**src/rtl/lics_pkg.sv**
```systemverilog
// Package of constants and types for the charge sequencer
//////////////////////////////////////////////////////////////////////////////
// Overview of operation
// - Inrush guard output low in Fault or Charge Complete, high otherwise.
// - Common indicator output tristated during initialization to sense pin.
// - All three indicator outputs tristated during initialization.
// - Switch drive high passes current, low blocks it, pulse-width modulated.
// - End current select decoded as low, high or floating.
// - Display choice decoded as three levels picking indicator encoding.
// - Fast charge regulates constant current, then constant voltage at target.
// - Terminate after current stays below end threshold for 120 ms.
// - Start cycle on power valid with battery present, or on insertion.
// - Check temperature first; out of range enters Charge Pending.
// - Charge Pending flashes the third indicator.
// - Temperature watched all cycle, but ignored while in Fault or Charge Complete.
// - Pending freezes cycle timers and resumes at the interrupted point.
// - Qualification regulates conditioning current of one fifth full current.
// - After holdoff, reach floor before qualify timeout, else Fault.
// - Fault held until power cycles or insertion, then fresh cycle.
// - Overvoltage and absence alike enter Fault and light third indicator.
// - Maximum charge time from setting ends charging as backup.
// - Latch display choice on power, Fault exit, insertion; blank 750 ms.
// - End select low, high, float give thresholds full/10, /20, /30.
// - First 1.33 s of qualify and fast ignore cutoff and end current.
// - Voltage entering window is insertion, leaving it removal into Fault.
//////////////////////////////////////////////////////////////////////////////
package lics_pkg;
	// Register map, byte addresses
	localparam logic [7:0] CONFIG_ADDR = 8'h00;
	localparam logic [7:0] STATUS_ADDR = 8'h04;
	localparam int MAX_TIME_LSB = 0;
	localparam int QUAL_TO_LSB = 16;
	localparam logic [15:0] MAX_TIME_RESET = 16'h1c20;
	localparam logic [15:0] QUAL_TO_RESET = 16'h0708;
	localparam int STAT_STATE_LSB = 0;
	localparam int STAT_MODE_LSB = 7;
	localparam int STAT_ENDSEL_LSB = 9;
	localparam int STAT_CV_LSB = 11;
	localparam int STAT_PRESENT_LSB = 12;

	// Timing
	localparam int CLK_PERIOD_NS = 8;
	localparam int TICK_NS = 1000000;
	localparam int TICK_CYCLES = TICK_NS / CLK_PERIOD_NS;
	localparam int MS_PER_S = 1000;
	localparam int HOLDOFF_MS = 1330;
	localparam int TERM_MS = 120;
	localparam int BLANK_MS = 750;
	localparam int FLASH_MS = 62;

	typedef enum logic [6:0] {
		ST_IDLE = 7'h01,
		ST_INIT = 7'h02,
		ST_QUAL = 7'h04,
		ST_FAST = 7'h08,
		ST_DONE = 7'h10,
		ST_PEND = 7'h20,
		ST_FAULT = 7'h40
	} lics_state_e;

	typedef enum logic [1:0] {
		REG_OFF = 2'h0,
		REG_COND = 2'h1,
		REG_CC = 2'h2,
		REG_CV = 2'h3
	} lics_reg_e;

	// Three-level pin decode: low, high, floating
	typedef enum logic [1:0] {
		LVL_LOW = 2'h0,
		LVL_HIGH = 2'h1,
		LVL_FLOAT = 2'h2
	} lics_level_e;

	// End current threshold codes for the current comparator
	typedef enum logic [1:0] {
		END_DIV10 = 2'h0,
		END_DIV20 = 2'h1,
		END_DIV30 = 2'h2
	} lics_end_e;

	typedef struct packed {
		logic temp_ok;
		logic above_low;
		logic above_high;
		logic above_floor;
		logic at_target;
		logic below_end;
	} lics_cmp_s;

	typedef struct packed {
		logic seen_high;
		logic seen_low;
	} lics_tri_s;
endpackage

```
**src/rtl/lics_charge_seq.sv**
```systemverilog
// Charge cycle sequencer with AHB-Lite configuration and status registers
//
// Chosen here: the address map and the AHB-Lite interface to the registers.
module lics_charge_seq #(
	parameter int unsigned TICK_CYCLES = lics_pkg::TICK_CYCLES,
	parameter int unsigned PWM_BITS = 8
) (
	input wire logic hclk, // Timebase clock
	input wire logic hresetn, // Power-on reset
	input wire logic hsel, // Slave select
	input wire logic [31:0] haddr, // Byte address
	input wire logic [1:0] htrans, // Transfer type
	input wire logic hwrite, // Write access
	input wire logic [2:0] hsize, // Transfer size
	input wire logic [31:0] hwdata, // Write data
	input wire logic hready, // Bus ready
	output logic hreadyout, // Always ready
	output logic hresp, // Always OKAY
	output logic [31:0] hrdata, // Read data
	input wire logic power_valid, // Supply at valid level
	input wire lics_pkg::lics_cmp_s cmp, // Comparator results
	input wire lics_pkg::lics_tri_s end_current_select, // Sensed pin level
	input wire lics_pkg::lics_tri_s display_choice, // Sensed pin level
	input wire logic [PWM_BITS-1:0] regulation_demand, // Loop duty demand
	output logic switch_drive, // Charge switch control
	output lics_pkg::lics_reg_e reg_mode, // Regulation target
	output lics_pkg::lics_end_e end_current_threshold, // Comparator level
	output logic inrush_guard_n, // Low disconnects capacitor
	output logic [2:0] led_o, // Indicator levels, bit 0 first
	output logic [2:0] led_oe, // Indicator drive enables
	output logic indicator_common_o, // Common return level
	output logic indicator_common_oe // Common return drive enable
);
	function automatic lics_pkg::lics_level_e decode_level(
		lics_pkg::lics_tri_s p);
		if (p.seen_high)
			return lics_pkg::LVL_HIGH;
		else if (p.seen_low)
			return lics_pkg::LVL_LOW;
		else
			return lics_pkg::LVL_FLOAT;
	endfunction

	lics_pkg::lics_state_e state, next_state, ret_state;
	lics_pkg::lics_cmp_s cmp_q;
	lics_pkg::lics_level_e disp_mode;
	logic pv_q, present, present_prev, insert, lost;
	logic [16:0] tick_cnt;
	logic ms_tick, sec_tick, flash, cycle_run;
	logic [9:0] ms_in_s;
	logic [5:0] flash_cnt;
	logic [15:0] phase_ms, blank_ms, qual_s, total_s, max_time_s, qual_to_s;
	logic [7:0] low_ms;
	logic holdoff_done, term_done, blank_done, cv_phase;
	logic [PWM_BITS-1:0] pwm_cnt;
	logic [2:0] next_led;
	logic ap_valid, wr_pend;
	logic [7:0] wr_addr;

	//////////////////////////////////////////////////////////////////////////
	// Bus slave: zero wait states, read data loaded at the address phase
	assign hreadyout = 1'b1;
	assign hresp = 1'b0;
	assign ap_valid = hsel & htrans[1] & hready;

	always_ff @(posedge hclk or negedge hresetn) begin
		if (!hresetn) begin
			wr_pend <= 1'b0;
			wr_addr <= 8'h00;
			hrdata <= 32'h0000_0000;
		end else begin
			wr_pend <= ap_valid & hwrite;
			wr_addr <= haddr[7:0];
			if (ap_valid && !hwrite) begin
				case (haddr[7:0])
				lics_pkg::CONFIG_ADDR: begin
					hrdata <= {qual_to_s, max_time_s};
				end
				lics_pkg::STATUS_ADDR: begin
					hrdata <= 32'h0000_0000;
					hrdata[lics_pkg::STAT_STATE_LSB +: 7] <= state;
					hrdata[lics_pkg::STAT_MODE_LSB +: 2] <= disp_mode;
					hrdata[lics_pkg::STAT_ENDSEL_LSB +: 2] <= end_current_threshold;
					hrdata[lics_pkg::STAT_CV_LSB] <= cv_phase;
					hrdata[lics_pkg::STAT_PRESENT_LSB] <= present;
				end
				default: begin
					hrdata <= 32'h0000_0000;
				end
				endcase
			end
		end
	end

	always_ff @(posedge hclk or negedge hresetn) begin
		if (!hresetn) begin
			max_time_s <= lics_pkg::MAX_TIME_RESET;
			qual_to_s <= lics_pkg::QUAL_TO_RESET;
		end else if (wr_pend && wr_addr == lics_pkg::CONFIG_ADDR) begin
			max_time_s <= hwdata[lics_pkg::MAX_TIME_LSB +: 16];
			qual_to_s <= hwdata[lics_pkg::QUAL_TO_LSB +: 16];
		end
	end

	//////////////////////////////////////////////////////////////////////////
	// Input registering and battery presence window
	always_ff @(posedge hclk or negedge hresetn) begin
		if (!hresetn) begin
			cmp_q <= '0;
			pv_q <= 1'b0;
			present_prev <= 1'b0;
		end else begin
			cmp_q <= cmp;
			pv_q <= power_valid;
			present_prev <= present;
		end
	end

	assign present = cmp_q.above_low & ~cmp_q.above_high;
	assign insert = present & ~present_prev;
	// High cutoff is masked during holdoff of qualify and fast phases
	assign lost = ~cmp_q.above_low | (cmp_q.above_high &
		~(((state == lics_pkg::ST_QUAL) || (state == lics_pkg::ST_FAST)) &&
		!holdoff_done));

	//////////////////////////////////////////////////////////////////////////
	// Millisecond and second ticks, flash clock
	always_ff @(posedge hclk or negedge hresetn) begin
		if (!hresetn) begin
			tick_cnt <= 17'h00000;
			ms_in_s <= 10'h000;
			flash_cnt <= 6'h00;
			flash <= 1'b0;
		end else begin
			if (ms_tick)
				tick_cnt <= 17'h00000;
			else
				tick_cnt <= tick_cnt + 17'h00001;
			if (sec_tick || state == lics_pkg::ST_INIT)
				ms_in_s <= 10'h000;
			else if (ms_tick && cycle_run)
				ms_in_s <= ms_in_s + 10'h001;
			if (ms_tick && flash_cnt == 6'(lics_pkg::FLASH_MS - 1)) begin
				flash_cnt <= 6'h00;
				flash <= ~flash;
			end else if (ms_tick) begin
				flash_cnt <= flash_cnt + 6'h01;
			end
		end
	end

	assign ms_tick = (tick_cnt == 17'(TICK_CYCLES - 1));
	// Seconds run only while charging so timeouts start at qualification
	assign cycle_run = (state == lics_pkg::ST_QUAL) ||
		(state == lics_pkg::ST_FAST);
	assign sec_tick = ms_tick && cycle_run &&
		(ms_in_s == 10'(lics_pkg::MS_PER_S - 1));

	//////////////////////////////////////////////////////////////////////////
	// Cycle timers, counting only in qualify and fast phases; blanking timer counting only in init
	always_ff @(posedge hclk or negedge hresetn) begin
		if (!hresetn) begin
			phase_ms <= 16'h0000;
			qual_s <= 16'h0000;
			total_s <= 16'h0000;
			low_ms <= 8'h00;
			blank_ms <= 16'h0000;
		end else begin
			if (state == lics_pkg::ST_INIT) begin
				phase_ms <= 16'h0000;
				qual_s <= 16'h0000;
				total_s <= 16'h0000;
				low_ms <= 8'h00;
			end else if (state == lics_pkg::ST_QUAL &&
				next_state == lics_pkg::ST_FAST) begin
				phase_ms <= 16'h0000;
			end else if (cycle_run && ms_tick) begin
				if (phase_ms != 16'hffff)
					phase_ms <= phase_ms + 16'h0001;
			end
			if (sec_tick && total_s != 16'hffff)
				total_s <= total_s + 16'h0001;
			if (sec_tick && qual_s != 16'hffff && state == lics_pkg::ST_QUAL)
				qual_s <= qual_s + 16'h0001;
			if (state == lics_pkg::ST_FAST && holdoff_done && cmp_q.below_end) begin
				if (ms_tick && !term_done)
					low_ms <= low_ms + 8'h01;
			end else if (state != lics_pkg::ST_PEND) begin
				low_ms <= 8'h00;
			end
			if (state != lics_pkg::ST_INIT)
				blank_ms <= 16'h0000;
			else if (ms_tick && !blank_done)
				blank_ms <= blank_ms + 16'h0001;
		end
	end

	assign holdoff_done = phase_ms >= 16'(lics_pkg::HOLDOFF_MS);
	assign term_done = low_ms >= 8'(lics_pkg::TERM_MS);
	assign blank_done = blank_ms >= 16'(lics_pkg::BLANK_MS);

	//////////////////////////////////////////////////////////////////////////
	// Charge state machine
	always_comb begin
		next_state = state;
		if (!pv_q) begin
			next_state = lics_pkg::ST_IDLE;
		end else begin
			case (state)
			lics_pkg::ST_IDLE: begin
				if (present)
					next_state = lics_pkg::ST_INIT;
				else
					next_state = lics_pkg::ST_FAULT;
			end
			lics_pkg::ST_INIT: begin
				if (lost)
					next_state = lics_pkg::ST_FAULT;
				else if (blank_done && !cmp_q.temp_ok)
					next_state = lics_pkg::ST_PEND;
				else if (blank_done)
					next_state = lics_pkg::ST_QUAL;
			end
			lics_pkg::ST_QUAL: begin
				if (lost)
					next_state = lics_pkg::ST_FAULT;
				else if (!cmp_q.temp_ok)
					next_state = lics_pkg::ST_PEND;
				else if (holdoff_done && cmp_q.above_floor)
					next_state = lics_pkg::ST_FAST;
				else if (qual_s >= qual_to_s)
					next_state = lics_pkg::ST_FAULT;
			end
			lics_pkg::ST_FAST: begin
				if (lost)
					next_state = lics_pkg::ST_FAULT;
				else if (!cmp_q.temp_ok)
					next_state = lics_pkg::ST_PEND;
				else if (total_s >= max_time_s || term_done)
					next_state = lics_pkg::ST_DONE;
			end
			lics_pkg::ST_DONE: begin
				if (lost)
					next_state = lics_pkg::ST_FAULT;
			end
			lics_pkg::ST_PEND: begin
				if (lost)
					next_state = lics_pkg::ST_FAULT;
				else if (cmp_q.temp_ok)
					next_state = ret_state;
			end
			lics_pkg::ST_FAULT: begin
				if (insert)
					next_state = lics_pkg::ST_INIT;
			end
			default: begin
				next_state = lics_pkg::ST_IDLE;
			end
			endcase
		end
	end

	always_ff @(posedge hclk or negedge hresetn) begin
		if (!hresetn) begin
			state <= lics_pkg::ST_IDLE;
			ret_state <= lics_pkg::ST_QUAL;
		end else begin
			state <= next_state;
			if (next_state == lics_pkg::ST_PEND && state != lics_pkg::ST_PEND)
				ret_state <= (state == lics_pkg::ST_INIT) ? lics_pkg::ST_QUAL :
					state;
		end
	end

	// Configuration pins are latched at the end of the blanking window
	always_ff @(posedge hclk or negedge hresetn) begin
		if (!hresetn) begin
			disp_mode <= lics_pkg::LVL_LOW;
			end_current_threshold <= lics_pkg::END_DIV10;
			cv_phase <= 1'b0;
		end else begin
			if (state == lics_pkg::ST_INIT && blank_done) begin
				disp_mode <= decode_level(display_choice);
				case (decode_level(end_current_select))
				lics_pkg::LVL_LOW: end_current_threshold <= lics_pkg::END_DIV10;
				lics_pkg::LVL_HIGH: end_current_threshold <= lics_pkg::END_DIV20;
				default: end_current_threshold <= lics_pkg::END_DIV30;
				endcase
			end
			if (state == lics_pkg::ST_INIT)
				cv_phase <= 1'b0;
			else if (state == lics_pkg::ST_FAST && cmp_q.at_target)
				cv_phase <= 1'b1;
		end
	end

	//////////////////////////////////////////////////////////////////////////
	// Regulation and switch modulation
	always_ff @(posedge hclk or negedge hresetn) begin
		if (!hresetn) begin
			pwm_cnt <= '0;
			switch_drive <= 1'b0;
			reg_mode <= lics_pkg::REG_OFF;
		end else begin
			pwm_cnt <= pwm_cnt + 1'b1;
			switch_drive <= (next_state == lics_pkg::ST_QUAL ||
				next_state == lics_pkg::ST_FAST) &&
				(pwm_cnt < regulation_demand);
			case (next_state)
			lics_pkg::ST_QUAL: reg_mode <= lics_pkg::REG_COND;
			lics_pkg::ST_FAST: reg_mode <= (cv_phase || cmp_q.at_target) ?
				lics_pkg::REG_CV : lics_pkg::REG_CC;
			default: reg_mode <= lics_pkg::REG_OFF;
			endcase
		end
	end

	//////////////////////////////////////////////////////////////////////////
	// Indicators and inrush guard
	always_comb begin
		next_led = 3'b000;
		case (next_state)
		lics_pkg::ST_QUAL: begin
			case (disp_mode)
			lics_pkg::LVL_LOW: next_led = {2'b00, flash};
			lics_pkg::LVL_HIGH: next_led = 3'b011;
			default: next_led = {1'b0, flash, flash};
			endcase
		end
		lics_pkg::ST_FAST: begin
			case (disp_mode)
			lics_pkg::LVL_LOW: next_led = 3'b001;
			lics_pkg::LVL_HIGH: next_led = 3'b010;
			default: next_led = cv_phase ? 3'b011 : 3'b010;
			endcase
		end
		lics_pkg::ST_DONE: begin
			next_led = (disp_mode == lics_pkg::LVL_LOW) ? 3'b010 : 3'b001;
		end
		lics_pkg::ST_PEND: begin
			next_led = {flash, led_o[1:0]};
		end
		lics_pkg::ST_FAULT: begin
			next_led = present ? {1'b1, led_o[1:0]} : 3'b100;
		end
		default: begin
			next_led = 3'b000;
		end
		endcase
	end

	always_ff @(posedge hclk or negedge hresetn) begin
		if (!hresetn) begin
			led_o <= 3'b000;
			led_oe <= 3'b000;
			indicator_common_o <= 1'b0;
			indicator_common_oe <= 1'b0;
			inrush_guard_n <= 1'b1;
		end else begin
			led_o <= next_led;
			led_oe <= (next_state == lics_pkg::ST_INIT) ? 3'b000 :
				3'b111;
			indicator_common_oe <= next_state != lics_pkg::ST_INIT;
			indicator_common_o <= 1'b0;
			inrush_guard_n <= !(next_state == lics_pkg::ST_FAULT ||
				next_state == lics_pkg::ST_DONE);
		end
	end

	//////////////////////////////////////////////////////////////////////////
	// Checks
	chk_inrush_state: assert property (@(posedge hclk) disable iff (!hresetn)
		inrush_guard_n == !(state == lics_pkg::ST_FAULT ||
		state == lics_pkg::ST_DONE))
		else $error("inrush guard disagrees with state");
	chk_init_tristate: assert property (@(posedge hclk) disable iff (!hresetn)
		state == lics_pkg::ST_INIT |-> led_oe == 3'b000 &&
		!indicator_common_oe)
		else $error("indicators driven during init");
	chk_term_hold: assert property (@(posedge hclk) disable iff (!hresetn)
		(state == lics_pkg::ST_FAST ##1 state == lics_pkg::ST_DONE) |->
		$past(low_ms) >= 8'(lics_pkg::TERM_MS) || $past(total_s >= max_time_s))
		else $error("terminated without low current or time");
	chk_pend_freeze: assert property (@(posedge hclk) disable iff (!hresetn)
		(state == lics_pkg::ST_PEND ##1 state == lics_pkg::ST_PEND) |->
		$stable(total_s) && $stable(phase_ms) && $stable(low_ms))
		else $error("timers moved in pending");
	chk_holdoff_mask: assert property (@(posedge hclk) disable iff (!hresetn)
		state == lics_pkg::ST_FAST && !holdoff_done && pv_q &&
		total_s < max_time_s |=> state != lics_pkg::ST_DONE)
		else $error("termination during holdoff");
	chk_drive_gate: assert property (@(posedge hclk) disable iff (!hresetn)
		!(state == lics_pkg::ST_QUAL || state == lics_pkg::ST_FAST) |->
		!switch_drive)
		else $error("switch drive outside charging");
	chk_absent_led: assert property (@(posedge hclk) disable iff (!hresetn)
		state == lics_pkg::ST_FAULT && next_state == lics_pkg::ST_FAULT &&
		!present |=> led_o == 3'b100)
		else $error("absent fault not shown");
	chk_qual_exit: assert property (@(posedge hclk) disable iff (!hresetn)
		(state == lics_pkg::ST_QUAL ##1 state == lics_pkg::ST_FAST) |->
		$past(cmp_q.above_floor && holdoff_done))
		else $error("fast charge before floor reached");
	chk_fault_exit: assert property (@(posedge hclk) disable iff (!hresetn)
		(state == lics_pkg::ST_FAULT ##1 state != lics_pkg::ST_FAULT) |->
		state == lics_pkg::ST_INIT || state == lics_pkg::ST_IDLE)
		else $error("fault left without restart");
	chk_temp_first: assert property (@(posedge hclk) disable iff (!hresetn)
		(state == lics_pkg::ST_INIT ##1 state == lics_pkg::ST_PEND) |->
		$past(!cmp_q.temp_ok) && ret_state == lics_pkg::ST_QUAL)
		else $error("pending entered with valid temperature");
endmodule

```
**config.mk**
```make
export PLATFORM = sky130hd
export DESIGN_NAME = lics_charge_seq
export DESIGN_NICKNAME = d
export VERILOG_FILES = /design/src/rtl/lics_pkg.sv /design/src/rtl/lics_charge_seq.sv
export SDC_FILE = /design/constraint.sdc
export NUM_CORES = 1
export LEC_CHECK = 0
export BUFFER_PORTS_ARGS = -buffer_cell sky130_fd_sc_hd__buf_2
export CAP_MARGIN = 20
export CORE_ASPECT_RATIO = 0.7
export CORE_MARGIN = 10
export CORE_UTILIZATION = 23
export DETAILED_ROUTE_END_ITERATION = 8
export GPL_TIMING_DRIVEN = 0
export RECOVER_POWER = 50
export SLEW_MARGIN = 20
export SYNTH_ARGS = -nofsm -noshare
export SYNTH_HDL_FRONTEND = slang
export SYNTH_SLANG_ARGS = --single-unit
```
**constraint.sdc**
```tcl
create_clock -name hclk -period 5.4 [get_ports hclk]
set_input_delay 0.81 -clock hclk [delete_from_list [all_inputs] [get_ports hclk]]
set_output_delay 0.81 -clock hclk [all_outputs]
set_load 0.005 [all_outputs]
```
==> reports/metrics.csv <==
metric,value,unit
synthArstFlopShare,100,%
synth-seq-cells,222,
synth_edf_count,0,
netlist.area_leader.share,46.8,%
finalCritPeriodShare,69.2,%
final_cell_area,13500,sq um
die_w,285,microns
slowest_delay,0.58,ns
grt_pass1_wl,47.1,mm
vias,8768,
start_util,23.4,%
switching_share,23.1,%
grt_overflow,0,
place_congestion,0.810,
final_cell_mix,"dfrtp_1 (211), nor2_1 (113), nand2_1 (104), buf_2 (103), o21ai_0 (70)",
cts_made_buffers,25,
cts_tree,built,
vias_per_cell,4.55,
portBuffers,109,
worstPathCellList,ha_1 -> nand4_1 -> or4_1 -> o32a_1 -> nand4b_1 -> a31oi_1 -> or3_1 -> clkbuf_1 -> o21ai_1 -> buf_2 -> a211oi_1,
hold_viol,0,
max_clock_freq,0.268,GHz
cts.clk_slew.worst_paths,0.06,ns
drv_cap,0,
rsz0062_at_grt,no,
diodes,0,
wl_per_cell,15.2,microns
p_leak,0.00628,uW
dpl_cell_area,12700,sq um
synth_area_leaders,"dfrtp_1 (47%), ha_1 (5.8%), nor2_1 (3.8%)",
seqPwrFrac,48.0,%
ir_drop,0.202,mV
die_area,58500,sq um
clockPowerShare,47.0,%
drive_gt1_share,18.5,%
fin_hold_ws,0.258,ns
tightest_slew,1.08,ns
status,"complete, no violations",
end_kind,flip-flop,
die_h,205,microns
final.setup_skew,0.0132,ns
clock_sinks,222,
combPwrFrac,5.0,%
holdBufCountCts,0,
core,48200,sq um
ctsLongestPathBuffers,3,
fill_cells,5082,
synth_cell_type_count,85,
worstPathMaxFanout,10,
wl,29.4,mm
dp_hpwl,22.0,mm
maxSlewViolCount,0,
rows,67,
crit_type,flip-flop to flip-flop,
slew_headroom,28.0,%
io_pins,141,
drt-pass1-iter-count,5,
cpMaxStageDelayCell,or4_1,
yosys_most_used_dff,dfrtp_1,
ant_nets,0,
crit_required,5.80,ns
setup_violations,0,
crit_arrival,4.14,ns
syn_inst,1117,
hp-class,input pin to async pin,
first_global_vias,8467,
clkLatencyLatePin,0.53,ns
yosys.area.top_type,dfrtp_1,
layout_commonest_cell,dfrtp_1,
drtIter0Drc,604,
layout_min_cycle_time,3.74,ns
post-cts-setup-buffers,0,
power.internal,2740,uW
avgSynthCellArea,10.1,sq um
grt.total_usage,9.81,%
cts.repair.resized,0,
drc,0,
synth_area,11300,sq um
antenna_found_initial,2,
syn_to_final_growth,19.6,%
grt_max_degree,88,
cts-root-buf,clkbuf_16,
ys_warn_count,0,
start_kind,flip-flop,
power_density,264,nW/um^2
cts.htree.levels,1,
ys_seq_area_share,49.3,%
nets,1401,
netSwitchingPower,825,uW
cell families (layout without fill, tap and decap cells):
logic type	after synthesis	count (layout)	share of synthesized area, %
XOR/XNOR	44	44	3.41
AND/OR/NAND/NOR	412	412	18.6
other	2	3	0.0665
adder cells (fa/ha/maj)	52	52	5.76
multiplexers	58	58	5.56
buffers and inverters	100	256	3.86
AO/OA/AOI/OAI	227	227	13.4
flip-flops	222	222	49.3
registers in the layout (all words and copies together) (netlist names), 10 cells and up:
| signal | count |
|---|---|
| blank_ms | 16 |
| hrdata | 32 |
| max_time_s | 16 |
| ms_in_s | 10 |
| phase_ms | 16 |
| qual_s | 16 |
| qual_to_s | 16 |
| tick_cnt | 17 |
| total_s | 16 |
cell type report:
cell class              count  area (sq um)  area share (%)
clock inverters            10           110           0.815
repair buffers            111           601            4.45
plain buffers              42           218            1.61
well taps                 655           820            6.07
clock buffers              35           683            5.06
flip-flops and latches    222          5570            41.2
inverters                  58           218            1.61
multi-input cells         796          5290            39.2
through the flow:
stage | utilization, % | setup slack (ns) | TNS, ns | std cells | power, uW
floorplan | - | 2.42 | 0 | 1118 | 1820
global placement | 26.3 | -0.485 | -98.01 | 1882 | 1920
detailed placement | 26.4 | 1.72 | 0 | 1884 | 1920
CTS | 28.0 | 1.70 | 0 | 1929 | 3630
global route | 28.0 | 1.45 | 0 | 1929 | 3710
finish | 28.0 | 1.66 | 0 | 1929 | 3570
layer usage:
layer  wire, microns  GRT usage [%]  vias up
met5              23              0        -
met4             573           2.07        4
met3            1770           2.33       43
met2           12500           14.7      195
met1           14600           14.1     4293
li1                -              -     4233
synthesized netlist by cell type (3+ instances only):
library cell	instances
dfrtp_1	211
ha_1	52
buf_2	3
a22o_1	20
o21ai_1	14
or2_2	5
and3_1	28
a21o_1	7
nand3_1	41
or3_1	5
buf_4	9
a31oi_1	14
a31o_2	3
nand3b_1	4
nor2_1	113
buf_6	3
o21a_1	7
mux2_2	37
and4_1	4
inv_1	58
a21oi_1	40
dfstp_2	11
nor3_1	17
clkbuf_1	24
and2_1	13
xnor2_1	18
mux2i_1	20
nand4_1	18
nand4b_1	7
o211ai_1	5
nand2b_1	9
buf_1	3
a211oi_1	9
nor4_1	5
nor2b_1	13
o31ai_1	8
o21ai_0	70
or4_4	3
nand2_1	104
xor2_1	26
or3b_2	3
worst paths after layout:
check | from | endpoint | slack (ns) | cells after the start
worst max-delay path | qual_s[14] | phase_ms[12] | 1.66 | 11
worst min-delay path | hresetn | hrdata[5] | 0.26 | 1
worst max register to register | qual_s[14] | phase_ms[12] | 1.66 | 11
worst min register to register | pwm_cnt[7] | pwm_cnt[7] | 0.48 | 1
max in group asynchronous | hresetn | hrdata[29] | 3.97 | 3
min in group hclk | cmp[4] | cmp_q[4] | 0.38 | 1
worst max-delay path: cells and delay by family, from the launching register on:
family                   cells  cell delay, ns
adder cells (fa/ha/maj)      1            0.36
AO/OA/AOI/OAI                4            0.92
flip-flops                   1            0.47
buffers and inverters        2            0.55
AND/OR/NAND/NOR              4            1.31
power by group through the flow:
stage                     Sequential [uW]  Combinational [uW]  Clock [uW]
after global placement               1740                 174           0
after floorplan                      1730                87.2           0
after CTS                            1710                 183        1740
after global routing                 1710                 202        1790
after detailed placement             1740                 182           0
final                                1710                 179        1670
(Power assumes the default switching activity.)
